[config.mk]
export PLATFORM = sky130hd
export DESIGN_NAME = ext_bus_pins
export DESIGN_NICKNAME = d
export VERILOG_FILES = /design/src/rtl/ext_bus_pkg.sv /design/src/rtl/pin_sync.sv /design/src/rtl/ext_bus_pins.sv
export SDC_FILE = /design/constraint.sdc
export NUM_CORES = 1
export LEC_CHECK = 0
export ABC_CLOCK_PERIOD_IN_PS = 1700
export BUFFER_PORTS_ARGS = -buffer_cell sky130_fd_sc_hd__buf_2
export CAP_MARGIN = 20
export CORE_UTILIZATION = 45
export CTS_CLUSTER_SIZE = 28
export DETAILED_ROUTE_END_ITERATION = 16
export PLACE_DENSITY_LB_ADDON = 0.12
export SKIP_CTS_REPAIR_TIMING = 1
export SLEW_MARGIN = 10
export SYNTH_ARGS = -nofsm -noshare
export SYNTH_HDL_FRONTEND = slang
export SYNTH_SLANG_ARGS = --single-unit
[constraint.sdc]
create_clock -name sys_clk -period 1.7 [get_ports sys_clk]
set_clock_uncertainty 0.15 [all_clocks]
set_input_delay 0.51 -clock sys_clk [delete_from_list [all_inputs] [get_ports sys_clk]]
set_output_delay 0.51 -clock sys_clk [all_outputs]
set_load 0.01 [all_outputs]
[src/rtl/ext_bus_pkg.sv]
// shared widths and reset values for the external bus pin control
package ext_bus_pkg;

  // ----------------------------------------------------------------
  // bus geometry
  // ----------------------------------------------------------------
  localparam int ADDR_W = 23;     // full program address width
  localparam int ADDR_LO_W = 16;  // lines shared by all spaces
  localparam int DATA_W = 16;     // data bus width
  localparam int SYNC_STAGES = 2; // flip-flops on every pin input

  // ----------------------------------------------------------------
  // reset values
  // ----------------------------------------------------------------
  localparam logic KEEPER_EN_RST = 1'b0;     // keepers off after reset
  localparam logic PIN_ACTIVE_LOW_RST = 1'b0; // pin syncs start asserted
  localparam logic PIN_IDLE_HIGH_RST = 1'b1;  // idle-high pins start high
  localparam logic HOLD_ACK_RST = 1'b0;       // no hold granted
  localparam logic IRQ_ACKNOWLEDGE_N_IDLE = 1'b1;          // acknowledge idles high

endpackage

[src/rtl/pin_sync.sv]
// two flip-flop synchroniser for a group of pin inputs
`timescale 1ns/10ps
module pin_sync
  import ext_bus_pkg::*;
#(
  parameter int WIDTH = 1,
  parameter logic RST_VAL = 1'b0
) (
  input wire logic sys_clk,
  input wire logic rst_n,
  input wire logic [WIDTH-1:0] pin_in,
  output logic [WIDTH-1:0] sync_out
);

  logic [WIDTH-1:0] meta_q;
  logic [WIDTH-1:0] meta_d;
  logic [WIDTH-1:0] sync_q;
  logic [WIDTH-1:0] sync_d;

  initial begin
    if (WIDTH < 1) $error("pin_sync width must be at least one");
  end

  // first stage is read only by the second
  always_comb begin
    meta_d = pin_in;
    sync_d = meta_q;
  end

  always_ff @(posedge sys_clk or negedge rst_n) begin
    if (!rst_n) begin
      meta_q <= {WIDTH{RST_VAL}};
      sync_q <= {WIDTH{RST_VAL}};
    end else begin
      meta_q <= meta_d;
      sync_q <= sync_d;
    end
  end

  assign sync_out = sync_q;

endmodule

[src/rtl/ext_bus_pins.sv]
// external address/data bus and interrupt acknowledge pin control
//
// How it works
// - every external access drives its address on the low sixteen address lines.
// - the upper seven address lines are driven only for program-space accesses.
// - all address lines float in hold mode or while output-disable is low.
// - one sixteen-bit two-way data bus serves program, data and I/O transfers.
// - the data bus floats when not writing, in reset, and while hold is requested.
// - the data bus also floats whenever output-disable is low.
// - with keepers on and no drive, each data line keeps its last level.
// - the keepers are off after reset until software turns them on.
// - software turns the keepers on or off with one bank-switch control bit.
// - acknowledge goes low during a vector fetch whose address is on the low lines.
// - acknowledge floats whenever output-disable is low.
`timescale 1ns/10ps
module ext_bus_pins
  import ext_bus_pkg::*;
#(
  parameter int AW = ADDR_W,
  parameter int ALW = ADDR_LO_W,
  parameter int DW = DATA_W
) (
  input wire logic sys_clk,
  input wire logic rst_n,
  // core side, same clock
  input wire logic core_access,
  input wire logic core_write,
  input wire logic core_prog_space,
  input wire logic core_vector_fetch,
  input wire logic [AW-1:0] core_addr,
  input wire logic [DW-1:0] core_wdata,
  output logic [DW-1:0] core_rdata,
  input wire logic bank_switch_control_wr,
  input wire logic data_keeper_enable,
  output logic keeper_enabled,
  // pins in from outside
  input wire logic reset_in_n,
  input wire logic hold_req_n,
  input wire logic output_disable_n,
  // address pins
  output logic [AW-1:0] ext_address_bus_o,
  output logic ext_address_lo_oe,
  output logic ext_address_hi_oe,
  // data pins
  input wire logic [DW-1:0] ext_data_bus_i,
  output logic [DW-1:0] ext_data_bus_o,
  output logic ext_data_bus_oe,
  output logic ext_data_keep_en,
  // hold grant and acknowledge
  output logic hold_ack_n,
  output logic irq_acknowledge_n,
  output logic irq_acknowledge_oe
);

  // ----------------------------------------------------------------
  // elaboration checks
  // ----------------------------------------------------------------
  initial begin
    if (ALW < 1 || ALW > AW) $error("low address width out of range");
    if (DW < 1) $error("data width must be at least one");
  end

  // ----------------------------------------------------------------
  // pin input synchronisers
  // ----------------------------------------------------------------
  logic reset_in_s;
  logic hold_req_s;
  logic off_s;
  logic [DW-1:0] data_in_s;

  // reset pin starts asserted so the data bus floats until it is seen high
  pin_sync #(.WIDTH(1), .RST_VAL(PIN_ACTIVE_LOW_RST)) u_sync_rst (
    .sys_clk(sys_clk),
    .rst_n(rst_n),
    .pin_in(reset_in_n),
    .sync_out(reset_in_s)
  );

  pin_sync #(.WIDTH(1), .RST_VAL(PIN_IDLE_HIGH_RST)) u_sync_hold (
    .sys_clk(sys_clk),
    .rst_n(rst_n),
    .pin_in(hold_req_n),
    .sync_out(hold_req_s)
  );

  // output-disable starts low: nothing drives until it is released
  pin_sync #(.WIDTH(1), .RST_VAL(PIN_ACTIVE_LOW_RST)) u_sync_off (
    .sys_clk(sys_clk),
    .rst_n(rst_n),
    .pin_in(output_disable_n),
    .sync_out(off_s)
  );

  pin_sync #(.WIDTH(DW), .RST_VAL(PIN_ACTIVE_LOW_RST)) u_sync_data (
    .sys_clk(sys_clk),
    .rst_n(rst_n),
    .pin_in(ext_data_bus_i),
    .sync_out(data_in_s)
  );

  // ----------------------------------------------------------------
  // keeper control and hold grant
  // ----------------------------------------------------------------
  logic keeper_en_q;
  logic keeper_en_d;
  logic hold_ack_q;
  logic hold_ack_d;
  // active-low copy so the grant pin leaves straight from a flop
  logic hold_ack_n_q;
  logic hold_ack_n_d;

  always_comb begin
    keeper_en_d = keeper_en_q;
    if (bank_switch_control_wr) begin
      keeper_en_d = data_keeper_enable;
    end
    // grant only between accesses so no transfer is cut in half
    hold_ack_d = !hold_req_s && (hold_ack_q || !core_access);
    hold_ack_n_d = !hold_ack_d;
  end

  always_ff @(posedge sys_clk or negedge rst_n) begin
    if (!rst_n) begin
      keeper_en_q <= KEEPER_EN_RST;
      hold_ack_q <= HOLD_ACK_RST;
      hold_ack_n_q <= !HOLD_ACK_RST;
    end else begin
      keeper_en_q <= keeper_en_d;
      hold_ack_q <= hold_ack_d;
      hold_ack_n_q <= hold_ack_n_d;
    end
  end

  // ----------------------------------------------------------------
  // float terms and pin drive
  // ----------------------------------------------------------------
  logic float_addr;
  logic float_data;
  logic [AW-1:0] addr_q;
  logic [AW-1:0] addr_d;
  logic addr_lo_oe_q;
  logic addr_lo_oe_d;
  logic addr_hi_oe_q;
  logic addr_hi_oe_d;
  logic [DW-1:0] data_o_q;
  logic [DW-1:0] data_o_d;
  logic data_oe_q;
  logic data_oe_d;
  logic keep_en_q;
  logic keep_en_d;
  logic irq_acknowledge_n_q;
  logic irq_acknowledge_n_d;
  logic irq_acknowledge_n_oe_q;
  logic irq_acknowledge_n_oe_d;
  logic [DW-1:0] rdata_q;
  logic [DW-1:0] rdata_d;

  // one OR per pin group, no priority between the float causes
  always_comb begin
    float_addr = !off_s || hold_ack_q;
    // hold request alone floats data, even before the grant
    float_data = float_addr || !reset_in_s || !hold_req_s;
    addr_d = addr_q;
    if (core_access) begin
      addr_d = core_addr;
    end
    addr_lo_oe_d = !float_addr;
    addr_hi_oe_d = !float_addr && core_access && core_prog_space;
    data_oe_d = !float_data && core_access && core_write;
    // keeper register: tracks what was driven, else what the bus showed
    data_o_d = data_oe_d ? core_wdata : (data_oe_q ? data_o_q : data_in_s);
    if (keep_en_q) begin
      data_o_d = data_oe_d ? core_wdata : data_o_q;
    end
    keep_en_d = keeper_en_q && !data_oe_d;
    irq_acknowledge_n_d = !(core_access && core_vector_fetch);
    irq_acknowledge_n_oe_d = off_s;
    rdata_d = data_in_s;
  end

  always_ff @(posedge sys_clk or negedge rst_n) begin
    if (!rst_n) begin
      addr_q <= '0;
      addr_lo_oe_q <= 1'b0;
      addr_hi_oe_q <= 1'b0;
      data_o_q <= '0;
      data_oe_q <= 1'b0;
      keep_en_q <= KEEPER_EN_RST;
      irq_acknowledge_n_q <= IRQ_ACKNOWLEDGE_N_IDLE;
      irq_acknowledge_n_oe_q <= 1'b0;
      rdata_q <= '0;
    end else begin
      addr_q <= addr_d;
      addr_lo_oe_q <= addr_lo_oe_d;
      addr_hi_oe_q <= addr_hi_oe_d;
      data_o_q <= data_o_d;
      data_oe_q <= data_oe_d;
      keep_en_q <= keep_en_d;
      irq_acknowledge_n_q <= irq_acknowledge_n_d;
      irq_acknowledge_n_oe_q <= irq_acknowledge_n_oe_d;
      rdata_q <= rdata_d;
    end
  end

  assign ext_address_bus_o = addr_q;
  assign ext_address_lo_oe = addr_lo_oe_q;
  assign ext_address_hi_oe = addr_hi_oe_q;
  assign ext_data_bus_o = data_o_q;
  assign ext_data_bus_oe = data_oe_q;
  assign ext_data_keep_en = keep_en_q;
  assign hold_ack_n = hold_ack_n_q;
  assign irq_acknowledge_n = irq_acknowledge_n_q;
  assign irq_acknowledge_oe = irq_acknowledge_n_oe_q;
  assign core_rdata = rdata_q;
  assign keeper_enabled = keeper_en_q;

  // ----------------------------------------------------------------
  // assertions
  // ----------------------------------------------------------------
  a_lo_addr_follows: assert property (@(posedge sys_clk) disable iff (!rst_n)
    core_access |=> ext_address_bus_o[ALW-1:0] == $past(core_addr[ALW-1:0]))
    else $error("low address lines do not follow the access");

  a_hi_addr_prog: assert property (@(posedge sys_clk) disable iff (!rst_n)
    ext_address_hi_oe |-> $past(core_prog_space) && $past(core_access))
    else $error("upper address driven outside a program access");

  a_addr_float: assert property (@(posedge sys_clk) disable iff (!rst_n)
    (!off_s || hold_ack_q) |=> !ext_address_lo_oe && !ext_address_hi_oe)
    else $error("address driven while floated");

  a_data_write_drive: assert property (@(posedge sys_clk) disable iff (!rst_n)
    ext_data_bus_oe |-> $past(core_write) && $past(core_access)
      && ext_data_bus_o == $past(core_wdata))
    else $error("data bus driven without a write");

  a_data_float_rst: assert property (@(posedge sys_clk) disable iff (!rst_n)
    (!reset_in_s || !hold_req_s) |=> !ext_data_bus_oe)
    else $error("data bus driven during reset or hold");

  a_data_float_off: assert property (@(posedge sys_clk) disable iff (!rst_n)
    !off_s |=> !ext_data_bus_oe && !irq_acknowledge_oe)
    else $error("data or acknowledge driven while output disabled");

  a_keeper_holds: assert property (@(posedge sys_clk) disable iff (!rst_n)
    (ext_data_keep_en && !ext_data_bus_oe) ##1 !ext_data_bus_oe
      |-> $stable(ext_data_bus_o))
    else $error("kept data level changed");

  a_keeper_sw: assert property (@(posedge sys_clk) disable iff (!rst_n)
    bank_switch_control_wr |=> keeper_enabled == $past(data_keeper_enable))
    else $error("keeper bit not updated by write");

  a_keeper_idle: assert property (@(posedge sys_clk) disable iff (!rst_n)
    !bank_switch_control_wr |=> $stable(keeper_enabled))
    else $error("keeper bit changed without a write");

  a_irq_acknowledge_n_fetch: assert property (@(posedge sys_clk) disable iff (!rst_n)
    (core_access && core_vector_fetch) |=> !irq_acknowledge_n
      && ext_address_bus_o[ALW-1:0] == $past(core_addr[ALW-1:0]))
    else $error("acknowledge missing on vector fetch");

  a_irq_acknowledge_n_idle: assert property (@(posedge sys_clk) disable iff (!rst_n)
    !(core_access && core_vector_fetch) |=> irq_acknowledge_n)
    else $error("acknowledge low outside a vector fetch");

  a_hold_grant: assert property (@(posedge sys_clk) disable iff (!rst_n)
    (!hold_req_s && !core_access) |=> !hold_ack_n ##1 !ext_address_lo_oe)
    else $error("hold not granted and floated");

endmodule

# [Word-level counts from Yosys, hierarchy flattened]
# Cells that the tools add are included.
[totals] ff_bits=102 input_bits=66 output_inout_bits=63 wordCells=47
[op_classes] n_reduce_logical=21 eq_ne=2 n_mux=4
[ops] cell="$mux 16" count=4
[ops] cell="$logic_not 1->1" count=9
[ops] cell="$logic_and 1x1->1" count=7
[ops] cell="$logic_or 1x1->1" count=4
[ops] cell="$ne 2x1->1 const B" count=1
[ops] cell="$ne 2x2->1 const B" count=1
[ops] cell="$reduce_and 2->1" count=1

# [Depth between registers and ports, before layout]
[logic_depth] word_depth=9 depth_mapped=4 depth_no_buf=3

# [Cells and area by module]
# From an unflattened synthesis, not the netlist that was laid out.
[unflattened] cells_unflattened=174 hier_area_um2=3404.5
[modules_own_cells] module="ext_bus_pins" area_per_inst_um2=2451.1 seq_area_each_um2=1604.0 n_inst=1 cells_each=136
[modules_own_cells] module="pin_sync (u_sync_data)" area_per_inst_um2=800.8 seq_area_each_um2=800.8 n_inst=1 cells_each=32
[modules_own_cells] module="pin_sync (u_sync_off ...)" area_per_inst_um2=50.0 seq_area_each_um2=50.0 n_inst=2 cells_each=2
[modules_own_cells] module="pin_sync (u_sync_hold)" area_per_inst_um2=52.6 seq_area_each_um2=52.6 n_inst=1 cells_each=2

# [Worst setup path after synthesis]
# Ideal clock, no wire load.
[synth_path] kind="register to register" startpoint="reg keep_en_q, in the netlist ext_data_keep_en" endpoint="reg data_o_q[10], in the netlist ext_data_bus_o[10]" path_buffers=1 stages_incl_launch_ff=5 path_slack_ps=80 period_less_slack_ps=1620 setup_time_ps=125 arrival_ps=1344 required_time_ps=1425 cell_sequence="dfrtp_1 -> nor2_4 -> buf_12 -> mux2_4 -> mux2_4"
[synth_via] elab_chain_cells=2 word_cells_on_any_way=3 classes_between="eq/ne (1); mux (1); reduce/logical (1)"
[synth_lines] element="from (decl)" line_no="ext_bus_pins.sv:149" source="logic keep_en_q;"
[synth_lines] element="from (signal assigned)" line_no="ext_bus_pins.sv:198" source="keep_en_q <= keep_en_d;"
[synth_lines] element="$ne 2x2->1 (no source line)"
[synth_lines] element="$reduce_and 2->1 (no source line)"
[synth_lines] element="to (signal assigned)" line_no="ext_bus_pins.sv:196" source="data_o_q <= data_o_d;"
[synth_lines] element="to (decl)" line_no="ext_bus_pins.sv:145" source="logic [DW-1:0] data_o_q;"
# Several ways; a longest one is shown, not always the timed one.
# A chain may end at the register's enable or synchronous reset.

# [Worst setup path after layout]
[layout_path] startpoint="reg hold_ack_n_q, in the netlist hold_ack_n" endpoint="out hold_ack_n"
[layout_rtl] element="from (decl)" line_no="ext_bus_pins.sv:109" source="logic hold_ack_n_q;"
[layout_rtl] element="from (signal assigned)" line_no="ext_bus_pins.sv:126" source="hold_ack_n_q <= !HOLD_ACK_RST;"
[layout_rtl] element="from (signal assigned)" line_no="ext_bus_pins.sv:130" source="hold_ack_n_q <= hold_ack_n_d;"
[layout_rtl] element="to (decl)" line_no="ext_bus_pins.sv:50" source="output logic hold_ack_n,"
# No word-level cell between the ends.

==> results.toml <==
[run_status]
run_status = "finished, final reports clean"

[floorplanning]
rows = 31
die-height_um = 89.01
core_um2 = 7292
die_w_um = 89.01
start_util = 0.4672
die-area_um2 = 7923
io_pins = 129

[setup_path]
r2r_end = "ext_data_bus_o[3]$_DFFE_PN0P_"
cp_top_family = "flip-flops"
crit_path_end = "hold_ack_n"
cp.arrival_ns = 0.99
crit_path_cell_trace = "buf_6"
rr_worst_depth = 4
r2r_setup_slack_ns = 0.11
slowest_delay_ns = 0.54
cp_slowest_cell = "dfstp_2"
path_buf_inv = 1
cp-start-kind = "flip-flop"
cp_max_fo = 1
critPathKind = "flip-flop to primary output"
r2r-start = "ext_data_keep_en$_DFF_PN0_"
endpoint_kind = "primary output"
cp.required_ns = 1.04
path_depth = 1
crit_start = "hold_ack_n$_DFF_PN1_"

[clock_network]
cts.path.max_buffers = 2
numCtsBuffers = 9
cts.sinks = 102
cts_tree = "built"
clk_pin_slew_ns = 0.09
clockRootBuffer = "clkbuf_8"
cts.htree.levels = 3
insertion_delay_ns = 0.35

[global_route]
track_usage = 0.1613
grt_max_degree = 56
grt_pass1_wl_um = 9156
grt_antenna_before_repair = 0
grt_pass1_vias = 1854
overflow = 0

[routing]
drc = 0
drt_iter0_markers = 36
drtPass1Iterations = 3
routed_wl_um = 5870
vias = 1859
routedWlPerCell_um = 14.01
drtAntennaViolNets = 0
viasPerCell = 4.437

[power_and_ir_drop]
leakage_nw = 2.267
worst_ir_drop_vdd_mv = 0.7668
p_total_mw = 5.311
p_per_area_nw_per_um2 = 1172

[logic_synthesis]
yosys_warnings = 0
synthArstFlopShare = 1.000
synth_most_common_cell = "dfrtp_1"
synth_commonest_cells = "98 x dfrtp_1, 36 x mux2_2, 20 x mux2_4, 4 x dfstp_2, 3 x inv_1"
syn_area_um2 = 3407
synth_flop_cell = "dfrtp_1"
yosys.area.top_type_share = 0.7198
syn_inst = 174
synth_edf_count = 0
post-synth-top-area-cell = "dfrtp_1"
syn-num-nets = 240
ys_seq_elements = 102
synth_area_leaders = "dfrtp_1 72%, mux2_2 12%, mux2_4 8.8%, dfstp_2 3.1%, buf_6 0.66%"
ys_seq_area_frac = 0.7506
yosys.cell_types.count = 16
avgSynthCellArea_um2 = 19.58

[sta]
slew_headroom = 0.8096
fin_crit_sh = 0.9705
max_freq_mhz = 606.1
tightest_slew_ns = 0.2856
setup_viol = 0
timing.final.hold_violations = 0
finalSetupTns_ns = 0
maxSlewViolCount = 0
setup_ws_ns = 0.05008
post-route-min-period_ns = 1.650
rsz0062_at_grt = "no"

[layout]
area.sequential_um2 = 2557
diodes = 0
fin_nets = 381
drive_gt1_frac = 0.6750
area_growth_pct = 33.02
fillers = 600
layout.cells.non_filler = 419
multi_input_area_um2 = 785.8
utilization = 0.6215

[worst_hold_path]
hp-class = "input port to flip-flop"

[placed_design]
place_congestion = 0.6683
io_buffers = 128
hpwl_um = 4131
place_ws_ns = 0.09974
dp_cells = 402

[job]
max_cap_viol_count = 0
[cell type report]
cell class | count | area share
well taps | 99 | 0.02733
flip-flops and latches | 102 | 0.5643
repair buffers | 135 | 0.1734
clock buffers | 9 | 0.02733
multi-input cells | 64 | 0.1734
inverters | 3 | 0.002485
clock inverters | 7 | 0.03175
[cell usage in the layout, fill, tap and decap left out]
cell type / count
and3_4: 1
clkbuf_8: 9
nand3_4: 1
buf_4: 1
mux2_4: 20
clkinvlp_4: 2
inv_6: 1
dfstp_2: 4
buf_12: 6
buf_6: 2
dlygate4sd3_1: 1
dfrtp_1: 98
and3_1: 1
and2_2: 1
buf_2: 125
mux2_2: 36
nand2_1: 1
bufinv_16: 4
nor2b_4: 1
a21o_2: 1
inv_1: 3
nor2_4: 1
[registers in the layout, indices dropped and copies added, names as in the netlist, 16 cells and up]
register and flops:
ext_data_bus_o 16, core_rdata 16, u_sync_data.meta_q 16, ext_address_bus_o 23, u_sync_data.sync_out 16
[kinds of logic after synthesis]
family	Yosys count	synth area share
and+or+nand+nor	7	0.02093
DFF	102	0.7506
buffers and inverters	8	0.01873
AOI/OAI and AO/OA	1	0.002571
muxes	56	0.2071
[routing by layer]
metal	vias up	wire, µm	global-route usage
li1	870	-	-
met1	899	2512	0.1998
met2	84	2742	0.2483
met3	6	545	0.08218
met4	0	68	0.05195
met5	-	0	0
[power by group]
| group | total, mW | switching, mW | internal [mW] |
|---|---|---|---|
| clock network | 1.92 | 0.794 | 1.13 |
| logic | 0.675 | 0.287 | 0.388 |
| registers | 2.71 | 0.0884 | 2.62 |
| total | 5.31 | 1.17 | 4.14 |
[through the flow]
step	hold slack [ns]	area, µm²
2_1_floorplan	0.06441	3407
3_3_place_gp	0.1818	4242
3_5_place_dp	0.1847	4242
4_1_cts	-0.02017	4509
5_1_grt	0.06497	4532
6_report	0.09404	4532
[worst min path at each step]
| stage | startpoint | end | cells after the start |
|---|---|---|---|
| finish | hold_req_n | u_sync_hold.meta_q$_DFF_PN1_ | 1 |
| global route | hold_req_n | u_sync_hold.meta_q$_DFF_PN1_ | 1 |
| CTS | rst_n | ext_data_bus_o[6]$_DFFE_PN0P_ | 2 |
| detailed placement | u_sync_off.meta_q$_DFF_PN0_ | u_sync_off.sync_out$_DFF_PN0_ | 0 |
| global placement | u_sync_data.meta_q[7]$_DFF_PN0_ | u_sync_data.sync_out[7]$_DFF_PN0_ | 0 |
| floorplan | rst_n | core_rdata[0]$_DFF_PN0_ | 0 |
(Power assumes the default switching activity.)
